[src/ccei_pkg.sv]
// Package: register map, field positions and reset values of the comparator control block
package ccei_pkg;

  // Register byte addresses
  localparam logic [7:0] CCEI_CTRL_ADDR = 8'h00;
  localparam logic [7:0] CCEI_IRQ_STATUS_ADDR = 8'h04;
  localparam logic [7:0] CCEI_IRQ_MASK_ADDR = 8'h08;
  localparam int CCEI_ADDR_W = 8;

  // Control register field positions
  localparam int CCEI_ENABLE_BIT = 15;
  localparam int CCEI_PIN_DRIVE_BIT = 14;
  localparam int CCEI_INVERT_BIT = 13;
  localparam int CCEI_RESULT_BIT = 8;
  localparam int CCEI_EDGE_SEL_LSB = 6;
  localparam int CCEI_POS_SEL_BIT = 4;
  localparam int CCEI_NEG_SEL_LSB = 0;

  // Edge select codes
  localparam logic [1:0] CCEI_EDGE_NONE = 2'h0;
  localparam logic [1:0] CCEI_EDGE_RISE = 2'h1;
  localparam logic [1:0] CCEI_EDGE_FALL = 2'h2;
  localparam logic [1:0] CCEI_EDGE_ANY = 2'h3;

  // Negative input codes
  localparam logic [1:0] CCEI_NEG_PIN_B = 2'h0;
  localparam logic [1:0] CCEI_NEG_PIN_C = 2'h1;
  localparam logic [1:0] CCEI_NEG_PIN_D = 2'h2;
  localparam logic [1:0] CCEI_NEG_BANDGAP = 2'h3;

  // Reset values
  localparam logic [1:0] CCEI_EDGE_SEL_RST = 2'h3;
  localparam logic [1:0] CCEI_NEG_SEL_RST = 2'h3;
  localparam logic CCEI_ENABLE_RST = 1'b0;
  localparam logic CCEI_PIN_DRIVE_RST = 1'b0;
  localparam logic CCEI_INVERT_RST = 1'b0;
  localparam logic CCEI_POS_SEL_RST = 1'b0;
  localparam logic CCEI_IRQ_MASK_RST = 1'b0;

  // Writable control fields
  typedef struct packed {
    logic enable;
    logic pin_drive_enable;
    logic output_invert;
    logic [1:0] irq_edge_select;
    logic positive_input_select;
    logic [1:0] negative_input_select;
  } ccei_ctrl_t;

  // Register bus request
  typedef struct packed {
    logic [CCEI_ADDR_W-1:0] addr;
    logic [31:0] wdata;
    logic wr;
    logic rd;
  } ccei_bus_t;

endpackage

[src/ccei_top.sv]
// Comparator control block: registers, input routing, output pin and edge interrupt
//
// Behaviour
// - Enable bit toggles module, other fields untouched
// - Pin drive enable puts result on pin
// - Invert bit inverts the comparator output
// - Read-only result bit shows comparator output
// - Edge select: 11 any, 10 fall, 01 rise
// - Edge select 00 raises no event
// - Inversion also feeds the edge detector
// - Positive select: 1 ladder reference, 0 pin A
// - Negative select: 11 bandgap, 10 D, 01 C, 00 B
// - Unimplemented control bits read as zero
//
// Local design decisions: the register addresses and the address-and-strobe port.
`timescale 1ns/1ps
module ccei_top
  import ccei_pkg::*;
(
  input wire logic clock_in,
  input wire logic nrst_in,
  input wire logic [CCEI_ADDR_W-1:0] addr_in,
  input wire logic [31:0] wdata_in,
  input wire logic wr_in,
  input wire logic rd_in,
  output logic [31:0] rdata_out,
  input wire logic analog_result_in,
  output logic analog_enable_out,
  output logic positive_input_select_out,
  output logic [1:0] negative_input_select_out,
  output logic compare_out_pin_out,
  output logic compare_out_pin_oe_out,
  output logic irq_event_out,
  output logic irq_out
);

  ////////////////////////////////////////////////////////////////////////////
  // Declarations

  ccei_bus_t bus;
  ccei_ctrl_t ctrl_reg;
  logic [31:0] rdata_reg;
  logic irq_status_reg;
  logic irq_mask_reg;
  logic irq_reg;
  logic pin_reg;
  logic pin_oe_reg;
  logic event_reg;
  logic level;
  logic event_pulse;
  logic [31:0] ctrl_view;

  assign bus = '{addr: addr_in, wdata: wdata_in, wr: wr_in, rd: rd_in};

  ////////////////////////////////////////////////////////////////////////////
  // Control register

  always_ff @(posedge clock_in or negedge nrst_in)
  begin
    if (!nrst_in)
    begin
      ctrl_reg.enable <= CCEI_ENABLE_RST;
      ctrl_reg.pin_drive_enable <= CCEI_PIN_DRIVE_RST;
      ctrl_reg.output_invert <= CCEI_INVERT_RST;
      ctrl_reg.irq_edge_select <= CCEI_EDGE_SEL_RST;
      ctrl_reg.positive_input_select <= CCEI_POS_SEL_RST;
      ctrl_reg.negative_input_select <= CCEI_NEG_SEL_RST;
    end
    else if (bus.wr && bus.addr == CCEI_CTRL_ADDR)
    begin
      // Each field loads only itself
      ctrl_reg.enable <= bus.wdata[CCEI_ENABLE_BIT];
      ctrl_reg.pin_drive_enable <= bus.wdata[CCEI_PIN_DRIVE_BIT];
      ctrl_reg.output_invert <= bus.wdata[CCEI_INVERT_BIT];
      ctrl_reg.irq_edge_select <= bus.wdata[CCEI_EDGE_SEL_LSB +: 2];
      ctrl_reg.positive_input_select <= bus.wdata[CCEI_POS_SEL_BIT];
      ctrl_reg.negative_input_select <= bus.wdata[CCEI_NEG_SEL_LSB +: 2];
    end
  end

  ////////////////////////////////////////////////////////////////////////////
  // Analog core steering

  assign analog_enable_out = ctrl_reg.enable;
  assign positive_input_select_out = ctrl_reg.positive_input_select;
  assign negative_input_select_out = ctrl_reg.negative_input_select;

  ////////////////////////////////////////////////////////////////////////////
  // Edge detection

  ccei_edge_detect u_edge (
    .clock_in(clock_in),
    .nrst_in(nrst_in),
    .raw_in(analog_result_in & ctrl_reg.enable),
    .invert_in(ctrl_reg.output_invert),
    .edge_select_in(ctrl_reg.irq_edge_select),
    .level_out(level),
    .event_out(event_pulse)
  );

  ////////////////////////////////////////////////////////////////////////////
  // Output pin

  always_ff @(posedge clock_in or negedge nrst_in)
  begin
    if (!nrst_in)
    begin
      pin_reg <= 1'b0;
      pin_oe_reg <= 1'b0;
    end
    else
    begin
      pin_reg <= ctrl_reg.pin_drive_enable & level;
      pin_oe_reg <= ctrl_reg.pin_drive_enable;
    end
  end

  assign compare_out_pin_out = pin_reg;
  assign compare_out_pin_oe_out = pin_oe_reg;

  ////////////////////////////////////////////////////////////////////////////
  // Interrupt status and mask

  always_ff @(posedge clock_in or negedge nrst_in)
  begin
    if (!nrst_in)
    begin
      irq_status_reg <= 1'b0;
    end
    else if (event_pulse)
    begin
      irq_status_reg <= 1'b1;
    end
    else if (bus.wr && bus.addr == CCEI_IRQ_STATUS_ADDR && bus.wdata[0])
    begin
      irq_status_reg <= 1'b0;
    end
  end

  always_ff @(posedge clock_in or negedge nrst_in)
  begin
    if (!nrst_in)
    begin
      irq_mask_reg <= CCEI_IRQ_MASK_RST;
    end
    else if (bus.wr && bus.addr == CCEI_IRQ_MASK_ADDR)
    begin
      irq_mask_reg <= bus.wdata[0];
    end
  end

  always_ff @(posedge clock_in or negedge nrst_in)
  begin
    if (!nrst_in)
    begin
      irq_reg <= 1'b0;
      event_reg <= 1'b0;
    end
    else
    begin
      irq_reg <= (irq_status_reg | event_pulse) & irq_mask_reg;
      event_reg <= event_pulse;
    end
  end

  assign irq_out = irq_reg;
  assign irq_event_out = event_reg;

  ////////////////////////////////////////////////////////////////////////////
  // Read data

  always_comb
  begin
    ctrl_view = 32'h0000_0000;
    ctrl_view[CCEI_ENABLE_BIT] = ctrl_reg.enable;
    ctrl_view[CCEI_PIN_DRIVE_BIT] = ctrl_reg.pin_drive_enable;
    ctrl_view[CCEI_INVERT_BIT] = ctrl_reg.output_invert;
    ctrl_view[CCEI_RESULT_BIT] = level;
    ctrl_view[CCEI_EDGE_SEL_LSB +: 2] = ctrl_reg.irq_edge_select;
    ctrl_view[CCEI_POS_SEL_BIT] = ctrl_reg.positive_input_select;
    ctrl_view[CCEI_NEG_SEL_LSB +: 2] = ctrl_reg.negative_input_select;
  end

  always_ff @(posedge clock_in or negedge nrst_in)
  begin
    if (!nrst_in)
    begin
      rdata_reg <= 32'h0000_0000;
    end
    else if (bus.rd)
    begin
      unique case (bus.addr)
        CCEI_CTRL_ADDR: rdata_reg <= ctrl_view;
        CCEI_IRQ_STATUS_ADDR: rdata_reg <= {31'h0000_0000, irq_status_reg};
        CCEI_IRQ_MASK_ADDR: rdata_reg <= {31'h0000_0000, irq_mask_reg};
        default: rdata_reg <= 32'h0000_0000;
      endcase
    end
    else
    begin
      rdata_reg <= 32'h0000_0000;
    end
  end

  assign rdata_out = rdata_reg;

endmodule // ccei_top

[src/ccei_edge_detect.sv]
// Synchroniser and edge detector for the comparator output
`timescale 1ns/1ps
module ccei_edge_detect
  import ccei_pkg::*;
(
  input wire logic clock_in,
  input wire logic nrst_in,
  input wire logic raw_in,
  input wire logic invert_in,
  input wire logic [1:0] edge_select_in,
  output logic level_out,
  output logic event_out
);

  logic sync1_reg;
  logic sync2_reg;
  logic prev_reg;
  logic event_reg;
  logic pol_level;
  logic rise;
  logic fall;

  // Two-stage synchroniser
  always_ff @(posedge clock_in or negedge nrst_in)
  begin
    if (!nrst_in)
    begin
      sync1_reg <= 1'b0;
      sync2_reg <= 1'b0;
    end
    else
    begin
      sync1_reg <= raw_in;
      sync2_reg <= sync1_reg;
    end
  end

  assign pol_level = sync2_reg ^ invert_in;
  assign rise = pol_level & ~prev_reg;
  assign fall = ~pol_level & prev_reg;

  // Edge qualification, one-cycle event pulse
  always_ff @(posedge clock_in or negedge nrst_in)
  begin
    if (!nrst_in)
    begin
      prev_reg <= 1'b0;
      event_reg <= 1'b0;
    end
    else
    begin
      prev_reg <= pol_level;
      unique case (edge_select_in)
        CCEI_EDGE_NONE: event_reg <= 1'b0;
        CCEI_EDGE_RISE: event_reg <= rise;
        CCEI_EDGE_FALL: event_reg <= fall;
        CCEI_EDGE_ANY: event_reg <= rise | fall;
      endcase
    end
  end

  assign level_out = pol_level;
  assign event_out = event_reg;

endmodule // ccei_edge_detect

[config.mk]
export PLATFORM = sky130hd
export DESIGN_NAME = ccei_top
export DESIGN_NICKNAME = d
export VERILOG_FILES = /design/src/ccei_pkg.sv /design/src/ccei_top.sv /design/src/ccei_edge_detect.sv
export SDC_FILE = /design/constraint.sdc
export NUM_CORES = 1
export LEC_CHECK = 0
export BUFFER_PORTS_ARGS = -buffer_cell sky130_fd_sc_hd__buf_2
export CORE_MARGIN = 5
export CORE_UTILIZATION = 35
export DETAILED_ROUTE_END_ITERATION = 16
export PLACE_DENSITY = 0.7
export SLEW_MARGIN = 15
export SYNTH_ARGS = -nofsm -noshare
export SYNTH_HDL_FRONTEND = slang
export SYNTH_SLANG_ARGS = --single-unit
export TNS_END_PERCENT = 10
[constraint.sdc]
create_clock -name clock_in -period 1.45 [get_ports clock_in]
set_input_delay 0.0725 -clock clock_in [delete_from_list [all_inputs] [get_ports clock_in]]
set_output_delay 0.0725 -clock clock_in [all_outputs]
set_load 0.01 [all_outputs]
==> impl_metrics.toml, run 1 <==
[status]
outcome = "complete, no violations"

[grt]
grt_max_degree = 28
grt_pass1_vias = 903
grt_pass1_wl_mm = 3.781
antenna_found_initial = 0
grt_usage = 0.09422
grt_overflow_total = 0

[setup_path]
cp.required_ps = 1660
cp-end-kind = "flip-flop"
cp_slowest_stage_delay_ps = 440
start_kind = "flip-flop"
crit_arrival_ps = 1560
critPathKind = "flip-flop to flip-flop"
crit_path_top_delay_cell = "dfrtp_1"
path_cells = "xor2_2, inv_1, ha_1, nor2b_1, o21ai_0, o21ai_1"
crit_fanout = 4

[sta]
fin_crit_ps = 1355
finalSetupTns_ps = 0
setup_ws_ps = 94.65
fmax_mhz = 737.8
fin_worst_skew_ps = 1.401
maxSlewViolCount = 0
worst_slew_pin_slew_ps = 574.9
setup_violations = 0
relSlewSlack = 0.6167
post-route-period-util = 0.9347
rsz0062_at_grt = "false"
finalHoldViolCount = 0

[power_and_ir_drop]
power_mw = 1.262
vdd_drop_max_mv = 0.3976
p_leak_nw = 0.8319
powerDensity_nw_per_um2 = 834.4

[cells_and_area]
layout.cells.non_filler = 192
drive_above_1_share = 0.3973
num-fill-cells = 321
seqCellArea_sq_um = 680.7
largest_reg_flops = 9
area_delta_synth_final_pct = 22.62
n_antenna_cell = 0
fin_nets = 194
multi_input_area_sq_um = 447.9

[yosys]
synth_cell_type_count = 23
synth_common_cells = "buf_4, dfrtp_1, and2_1"
yosysMostFrequentCell = "buf_4"
avgSynthCellArea_sq_um = 12.72
synthFlopType = "dfrtp_1"
yosysWarnings = 0
synthCells = 97
yosysTopAreaCellShare = 0.4665
yosysSeqAreaShare = 0.5517
synth_top_area_cell = "dfrtp_1"
ys_top_cells_by_area = "dfrtp_1, buf_4, dfstp_2"
synth_area_sq_um = 1234
ys_ff_latch = 27
synth_edf_count = 0
async_flop_share = 1.000

[floorplan]
dieArea_sq_um = 4812
die_h_um = 69.37
design.core.area_sq_um = 3363
ioPinCount = 85
initial_core_util = 0.3668
rows = 21
fp.dieW_um = 69.37

[detailed_routing]
vias_per_cell = 3.995
drt_wl_total_mm = 2.227
dr_total_vias = 767
first_pass_iters = 2
drtIter0Drc = 27
drc_errors = 0
wl_per_cell_um = 11.60
drtAntennaViolNets = 0

[clocking]
numCtsBuffers = 3
cts.sinks = 27
clk_pin_slew_worst_paths_ps = 130
tritoncts = "yes"
cts_root_buffer = "clkbuf_4"
clock_latency_ps = 310
cts_buffer_depth = 2
cts_htree_levels = 1

[place]
dp.cells = 178
port_buffers = 37
dp_worst_setup_slack_ps = 8.436
hpwl_mm = 1.727
globalplace.congestion = 0.7384

[job]
drv_cap = 0

[hold_path]
worstHoldPathType = "input pin to flip-flop"
cell families after synthesis:
| family | synth area share |
|---|---|
| buf+inv | 0.1582 |
| other cells | 0.003040 |
| simple gates | 0.1420 |
| xor+xnor | 0.007101 |
| flops | 0.5517 |
| fa+ha+maj | 0.02028 |
| compound gates | 0.02739 |
| mux | 0.09027 |
where the power goes:
| group | switching (mW) | total, mW | internal [mW] |
|---|---|---|---|
| registers | 0.0163 | 0.797 | 0.780 |
| logic | 0.0853 | 0.156 | 0.0706 |
| clock network | 0.202 | 0.310 | 0.107 |
final timing paths:
path | slack [ps] | depth (start not counted) | start | endpoint
worst min register to register | 380 | 0 | u_edge.sync1_reg | u_edge.sync2_reg
worst min-delay path | 20 | 2 | wdata_in[0] | irq_mask_reg
worst max register to register | 90 | 6 | ctrl_reg[5] | u_edge.event_out
worst max-delay path | 90 | 6 | ctrl_reg[5] | u_edge.event_out
max in group asynchronous | 800 | 2 | nrst_in | ctrl_reg[4]
min in group asynchronous | 270 | 2 | nrst_in | positive_input_select_out
cell type report:
class,count,area share
Tap cell,46,0.03805
Sequential cell,27,0.4500
Inverter,2,0.004963
Multi-Input combinational cell,65,0.2961
Clock buffer,4,0.01737
Timing Repair Buffer,48,0.1935
timing repair:
action,CTS,global route
pin swaps,0,1
buffers inserted,0,0
hold buffers,10,0
gates resized for setup,1,1
endpoints found under the hold margin,32,0
endpoints found under the setup margin,1,1
cells in the final DEF, fill, tap and decap left out:
cell type	synthesis	layout
dfrtp_1	23	23
nand4_4	1	1
o21a_1	1	1
nand4_1	2	2
nor2b_1	3	3
clkbuf_1	0	1
and2_1	10	10
dfstp_2	4	4
nor2_1	3	3
inv_1	2	2
o21ai_0	2	1
nand2_1	1	1
clkbuf_4	0	3
ha_1	2	2
dlygate4sd3_1	0	10
xor2_2	0	1
a2bb2oi_1	1	1
nor4_4	1	1
mux2_2	9	9
nand3_1	1	1
and4_2	1	1
buf_4	25	1
and3b_1	1	1
buf_2	0	37
conb_1	1	23
a21o_1	1	1
mux2i_1	1	1
o21ai_1	0	1
critical path: cells and delay by family (launching register included):
| family | cells | cell delay (ps) |
|---|---|---|
| fa+ha+maj | 1 | 280 |
| flops | 1 | 440 |
| compound gates | 2 | 220 |
| xor+xnor | 1 | 210 |
| buf+inv | 1 | 70 |
| simple gates | 1 | 40 |
per-stage QoR:
step	cell area, sq um	util	hold WS [ps]
final	1513	0.4498	15.97
after global routing	1513	0.4498	1.551
after CTS	1513	0.4498	2.001
after detailed placement	1379	0.4100	112.1
after global placement	1379	0.4100	93.97
after floorplan	1316	-	-223.1
layer usage:
metal	vias to the layer above	share of wire	GRT usage	routed length [um]
met5	-	0	0	0
met4	0	0.0094	0.01952	21
li1	369	-	-	-
met2	36	0.55	0.1811	1214
met3	2	0.082	0.02609	182
met1	360	0.36	0.1014	810
Power figures use the tool's default switching activity.
==> run 2, diff against run 1 <==
--- a/config.mk
+++ b/config.mk
@@ -9,7 +9,7 @@
 export CORE_MARGIN = 5
 export CORE_UTILIZATION = 35
 export DETAILED_ROUTE_END_ITERATION = 16
-export PLACE_DENSITY = 0.7
+export PLACE_DENSITY = 0.77
 export SLEW_MARGIN = 15
 export SYNTH_ARGS = -nofsm -noshare
 export SYNTH_HDL_FRONTEND = slang
==> run 2 against run 1 <==
First-iteration DRC count is 78% lower. Via count up 0.91%. Global-route usage up 0.12 points. Combinational power about the same. Sequential power about the same. Sequential share of layout area did not move. Sequential cell count is the same. Wire length grew 0.72%. Die area unchanged. Utilization unchanged. Clock skew about the same. Critical path depth stayed put. Critical endpoint unchanged. Highest routed layer is now met3.
==> impl_metrics.toml, run 2 (same netlist as run 1, synthesis figures left out) <==
[cells_and_area]
n_antenna_cell = 0
layout.cells.non_filler = 192
area_delta_synth_final_pct = 22.62
drive_above_1_share = 0.3973
largest_reg_flops = 9
final_cell_mix = "buf_2, conb_1, dfrtp_1"
fin_nets = 194
final_common_cell = "buf_2"

[detailed_routing]
drt_wl_total_mm = 2.243
drtAntennaViolNets = 0
dr_total_vias = 774
first_pass_iters = 3
vias_per_cell = 4.031
drtIter0Drc = 6
drc_errors = 0
wl_per_cell_um = 11.68

[setup_path]
cp_slowest_stage_delay_ps = 420
start_kind = "flip-flop"
cp-end-kind = "flip-flop"
reg2reg_slack_ps = 110
critPathKind = "flip-flop to flip-flop"
crit_path_top_delay_cell = "dfrtp_1"
crit_arrival_ps = 1570
crit_path_frequent_cell = "o21ai_1"
cp.required_ps = 1690
path_cells = "xor2_2, inv_1, ha_1, nor2b_1, o21ai_1, o21ai_1"
crit_fanout = 4

[sta]
maxSlewViolCount = 0
fin_worst_skew_ps = 1.768
fin_crit_ps = 1336
setup_violations = 0
finalHoldViolCount = 0
post-route-period-util = 0.9214
rsz0062_at_grt = "false"
fmax_mhz = 748.5
relSlewSlack = 0.6254
worst_slew_pin_slew_ps = 561.8

[power_and_ir_drop]
powerDensity_nw_per_um2 = 829.8
vdd_drop_max_mv = 0.4907
power_mw = 1.255
p_leak_nw = 0.8319

[floorplan]
dieArea_sq_um = 4812
initial_core_util = 0.3668
design.core.area_sq_um = 3363
fp.dieW_um = 69.37
rows = 21
die_h_um = 69.37
ioPinCount = 85

[job]
drv_cap = 0

[grt]
grt_pass1_vias = 850
grt_usage = 0.09541
antenna_found_initial = 0
grt_pass1_wl_mm = 3.760
grt_max_degree = 28
grt_overflow_total = 0

[clocking]
numCtsBuffers = 3
cts_htree_levels = 1
cts_buffer_depth = 2
tritoncts = "yes"
cts_root_buffer = "clkbuf_4"
cts.sinks = 27
clk_pin_slew_worst_paths_ps = 130
clock_latency_ps = 300

[status]
outcome = "complete, no violations"

[hold_path]
worstHoldPathType = "input pin to flip-flop"

[place]
hpwl_mm = 1.747
port_buffers = 37
globalplace.congestion = 0.7969
dp.cells = 178
## run 2: cell counts in the layout (fill, tap and decap cells not counted)
Identical to the previous run, type by type.
## run 2: path summary, 6_finish.rpt
path | start | to | cells after the start
worst min-delay path | wdata_in[0] | irq_mask_reg | 2
worst max register to register | u_edge.sync2_reg | u_edge.event_out | 6
worst max-delay path | u_edge.sync2_reg | u_edge.event_out | 6
worst min register to register | u_edge.sync1_reg | u_edge.sync2_reg | 0
min in group asynchronous | nrst_in | rdata_out[6] | 2
max in group asynchronous | nrst_in | ctrl_reg[3] | 2
## run 2: critical path, delay by kind of cell (launching register included)
family,cells,cell delay (ps)
compound gates,2,150
xor+xnor,1,230
fa+ha+maj,1,290
buf+inv,1,70
flops,1,420
simple gates,1,100
## run 2: what timing repair did
action / CTS / global route
setup buffers: 0 / 0
setup endpoints to repair: 1 / 1
hold buffers: 10 / 0
resized for setup: 1 / 2
pin swaps: 0 / 1
endpoints found under the hold margin: 32 / 0
## run 2: per-stage QoR
step / utilization / setup TNS [ps] / worst slack (ps) / area, sq um / hold WS, ps
after floorplan: - / 0 / 121.9 / 1316 / -223.1
after global placement: 0.4100 / 0 / 44.72 / 1379 / 89.89
final: 0.4498 / 0 / 114.0 / 1513 / 27.30
after detailed placement: 0.4100 / -42.49 / -42.49 / 1379 / 102.1
after global routing: 0.4498 / 0 / 30.10 / 1513 / 5.008
after CTS: 0.4498 / 0 / 17.45 / 1513 / 16.80
## run 2: area by class of cell
| type | instances | area, sq um |
|---|---|---|
| tap | 46 | 57.56 |
| clock buffer | 4 | 26.28 |
| sequential | 27 | 680.7 |
| multi-input combinational | 65 | 447.9 |
| inverter | 2 | 7.507 |
| timing repair buffer | 48 | 292.8 |
| fill | 321 | 1851 |
## run 2: layer usage
metal | track usage | up-vias | routed length [um]
met5 | 0 | - | 0
met4 | 0.03905 | 0 | 0
met3 | 0.02174 | 0 | 156
met2 | 0.1896 | 30 | 1255
met1 | 0.09222 | 375 | 831
li1 | - | 369 | -
## run 2: power by group
group	internal (mW)	leakage (nW)	switching [mW]
clock	0.107	0.0150	0.192
combinational	0.0708	0.456	0.0864
sequential	0.780	0.361	0.0180
total	0.958	0.832	0.297
==> run 3, diff against run 2 <==
==> constraint.sdc (replaced) <==
create_clock -name clock_in -period 1.5 [get_ports clock_in]
set_input_delay 0.075 -clock clock_in [delete_from_list [all_inputs] [get_ports clock_in]]
set_output_delay 0.075 -clock clock_in [all_outputs]
set_load 0.01 [all_outputs]
==> run 3 against run 2 <==
Total power fell by 4.1%. Clock-buffer cell count did not move. Critical path depth did not move. Maximum frequency fell by 6.0%. Combinational power fell by 6%. Critical path type unchanged. Critical endpoint unchanged. Highest routed layer is now met4.
==> impl_metrics.toml, run 3 (same netlist as run 1, synthesis figures left out) <==
[sta]
rsz0062_at_grt = "false"
post-route-period-util = 0.9478
finalSetupTns_ps = 0
timing.hold.ws_ps = 30.65
relSlewSlack = 0.6302
fin_worst_skew_ps = 2.202
setup_violations = 0
fin_crit_ps = 1422
finalHoldViolCount = 0
worst_slew_pin_slew_ps = 554.7
fmax_mhz = 703.4
maxSlewViolCount = 0
setup_ws_ps = 78.24

[clocking]
tritoncts = "yes"
numCtsBuffers = 3
cts_htree_levels = 1
cts_root_buffer = "clkbuf_4"
clock_latency_ps = 300
clk_pin_slew_worst_paths_ps = 120
cts.sinks = 27
cts_buffer_depth = 2

[place]
dp.cells = 177
dp_worst_setup_slack_ps = 7.732
globalplace.congestion = 0.7955
port_buffers = 37
hpwl_mm = 1.761
placed_area_sq_um = 1371

[floorplan]
dieArea_sq_um = 4812
rows = 21
initial_core_util = 0.3668
die_h_um = 69.37
fp.dieW_um = 69.37
ioPinCount = 85
design.core.area_sq_um = 3363

[power_and_ir_drop]
p_leak_nw = 0.8260
power_mw = 1.204
powerDensity_nw_per_um2 = 799.9
vdd_drop_max_mv = 0.4996

[cells_and_area]
drive_above_1_share = 0.3931
layout.cells.non_filler = 191
num-fill-cells = 321
fin_area_sq_um = 1505
largest_reg_flops = 9
n_antenna_cell = 0
fin_util = 0.4475
area_delta_synth_final_pct = 22.01
final_cell_mix = "buf_2, conb_1, dfrtp_1"
seqCellArea_sq_um = 680.7
multi_input_area_sq_um = 447.9
fin_nets = 193
final_common_cell = "buf_2"

[setup_path]
cp-end-kind = "flip-flop"
r2r_cells = 6
cp.required_ps = 1700
cp_slowest_stage_delay_ps = 430
crit_fanout = 5
path_buf_inv = 1
start_kind = "flip-flop"
crit_path_top_delay_cell = "dfrtp_1"
crit_path_frequent_cell = "o21ai_0"
critPathKind = "flip-flop to flip-flop"
cp-startpoint = "ctrl_reg[5]"
cp.depth = 6
r2r-start = "ctrl_reg[5]"
path_delay_family = "flip-flops"
crit_arrival_ps = 1620
path_cells = "xor2_2, inv_1, ha_1, nor2b_1, o21ai_0, o21ai_0"

[grt]
grt_pass1_vias = 888
antenna_found_initial = 0
grt_usage = 0.09353
grt_pass1_wl_mm = 3.753
grt_max_degree = 28
grt_overflow_total = 0

[status]
outcome = "complete, no violations"

[detailed_routing]
first_pass_iters = 4
vias_per_cell = 4.042
wl_per_cell_um = 11.55
drtAntennaViolNets = 0
drtIter0Drc = 6
dr_total_vias = 772
drt_wl_total_mm = 2.206
drc_errors = 0

[hold_path]
worstHoldPathType = "input pin to flip-flop"
hold_start = "wdata_in[0]"
holdPathStages = 2

[job]
drv_cap = 0
run 3: routing by layer:
metal | up-vias | GRT usage | share of wire
met5 | - | 0 | 0
met4 | 0 | 0.04338 | 0.015
met3 | 3 | 0.02464 | 0.074
met2 | 33 | 0.1780 | 0.57
li1 | 366 | - | -
met1 | 370 | 0.09296 | 0.34
run 3: power by group:
group	internal, mW	switching [mW]
sequential	0.754	0.0175
combinational	0.0660	0.0817
clock	0.104	0.181
run 3: layout make-up:
type / count / area share
clock buffers: 4 / 0.01746
inverters: 2 / 0.004988
multi-input cells: 65 / 0.2976
flip-flops and latches: 27 / 0.4522
well taps: 46 / 0.03824
repair buffers: 47 / 0.1895
run 3: final timing paths:
check / endpoint / slack, ps
max: u_edge.event_out / 80
min: irq_mask_reg / 30
max reg2reg: u_edge.event_out / 80
min reg2reg: u_edge.sync2_reg / 370
max in group asynchronous: negative_input_select_out[0] / 860
min in group asynchronous: positive_input_select_out / 270
run 3: timing repair:
item	CTS	global route
setup buffers	0	0
endpoints found under the setup margin	1	0
endpoints found under the hold margin	32	0
gates resized for setup	1	0
hold buffers	10	0
run 3: worst reg2reg max path: stages, from the launching register on:
cell	delay, ps
dfrtp_1	430
xor2_2	250
inv_1	80
ha_1	280
nor2b_1	40
o21ai_0	150
o21ai_0	100
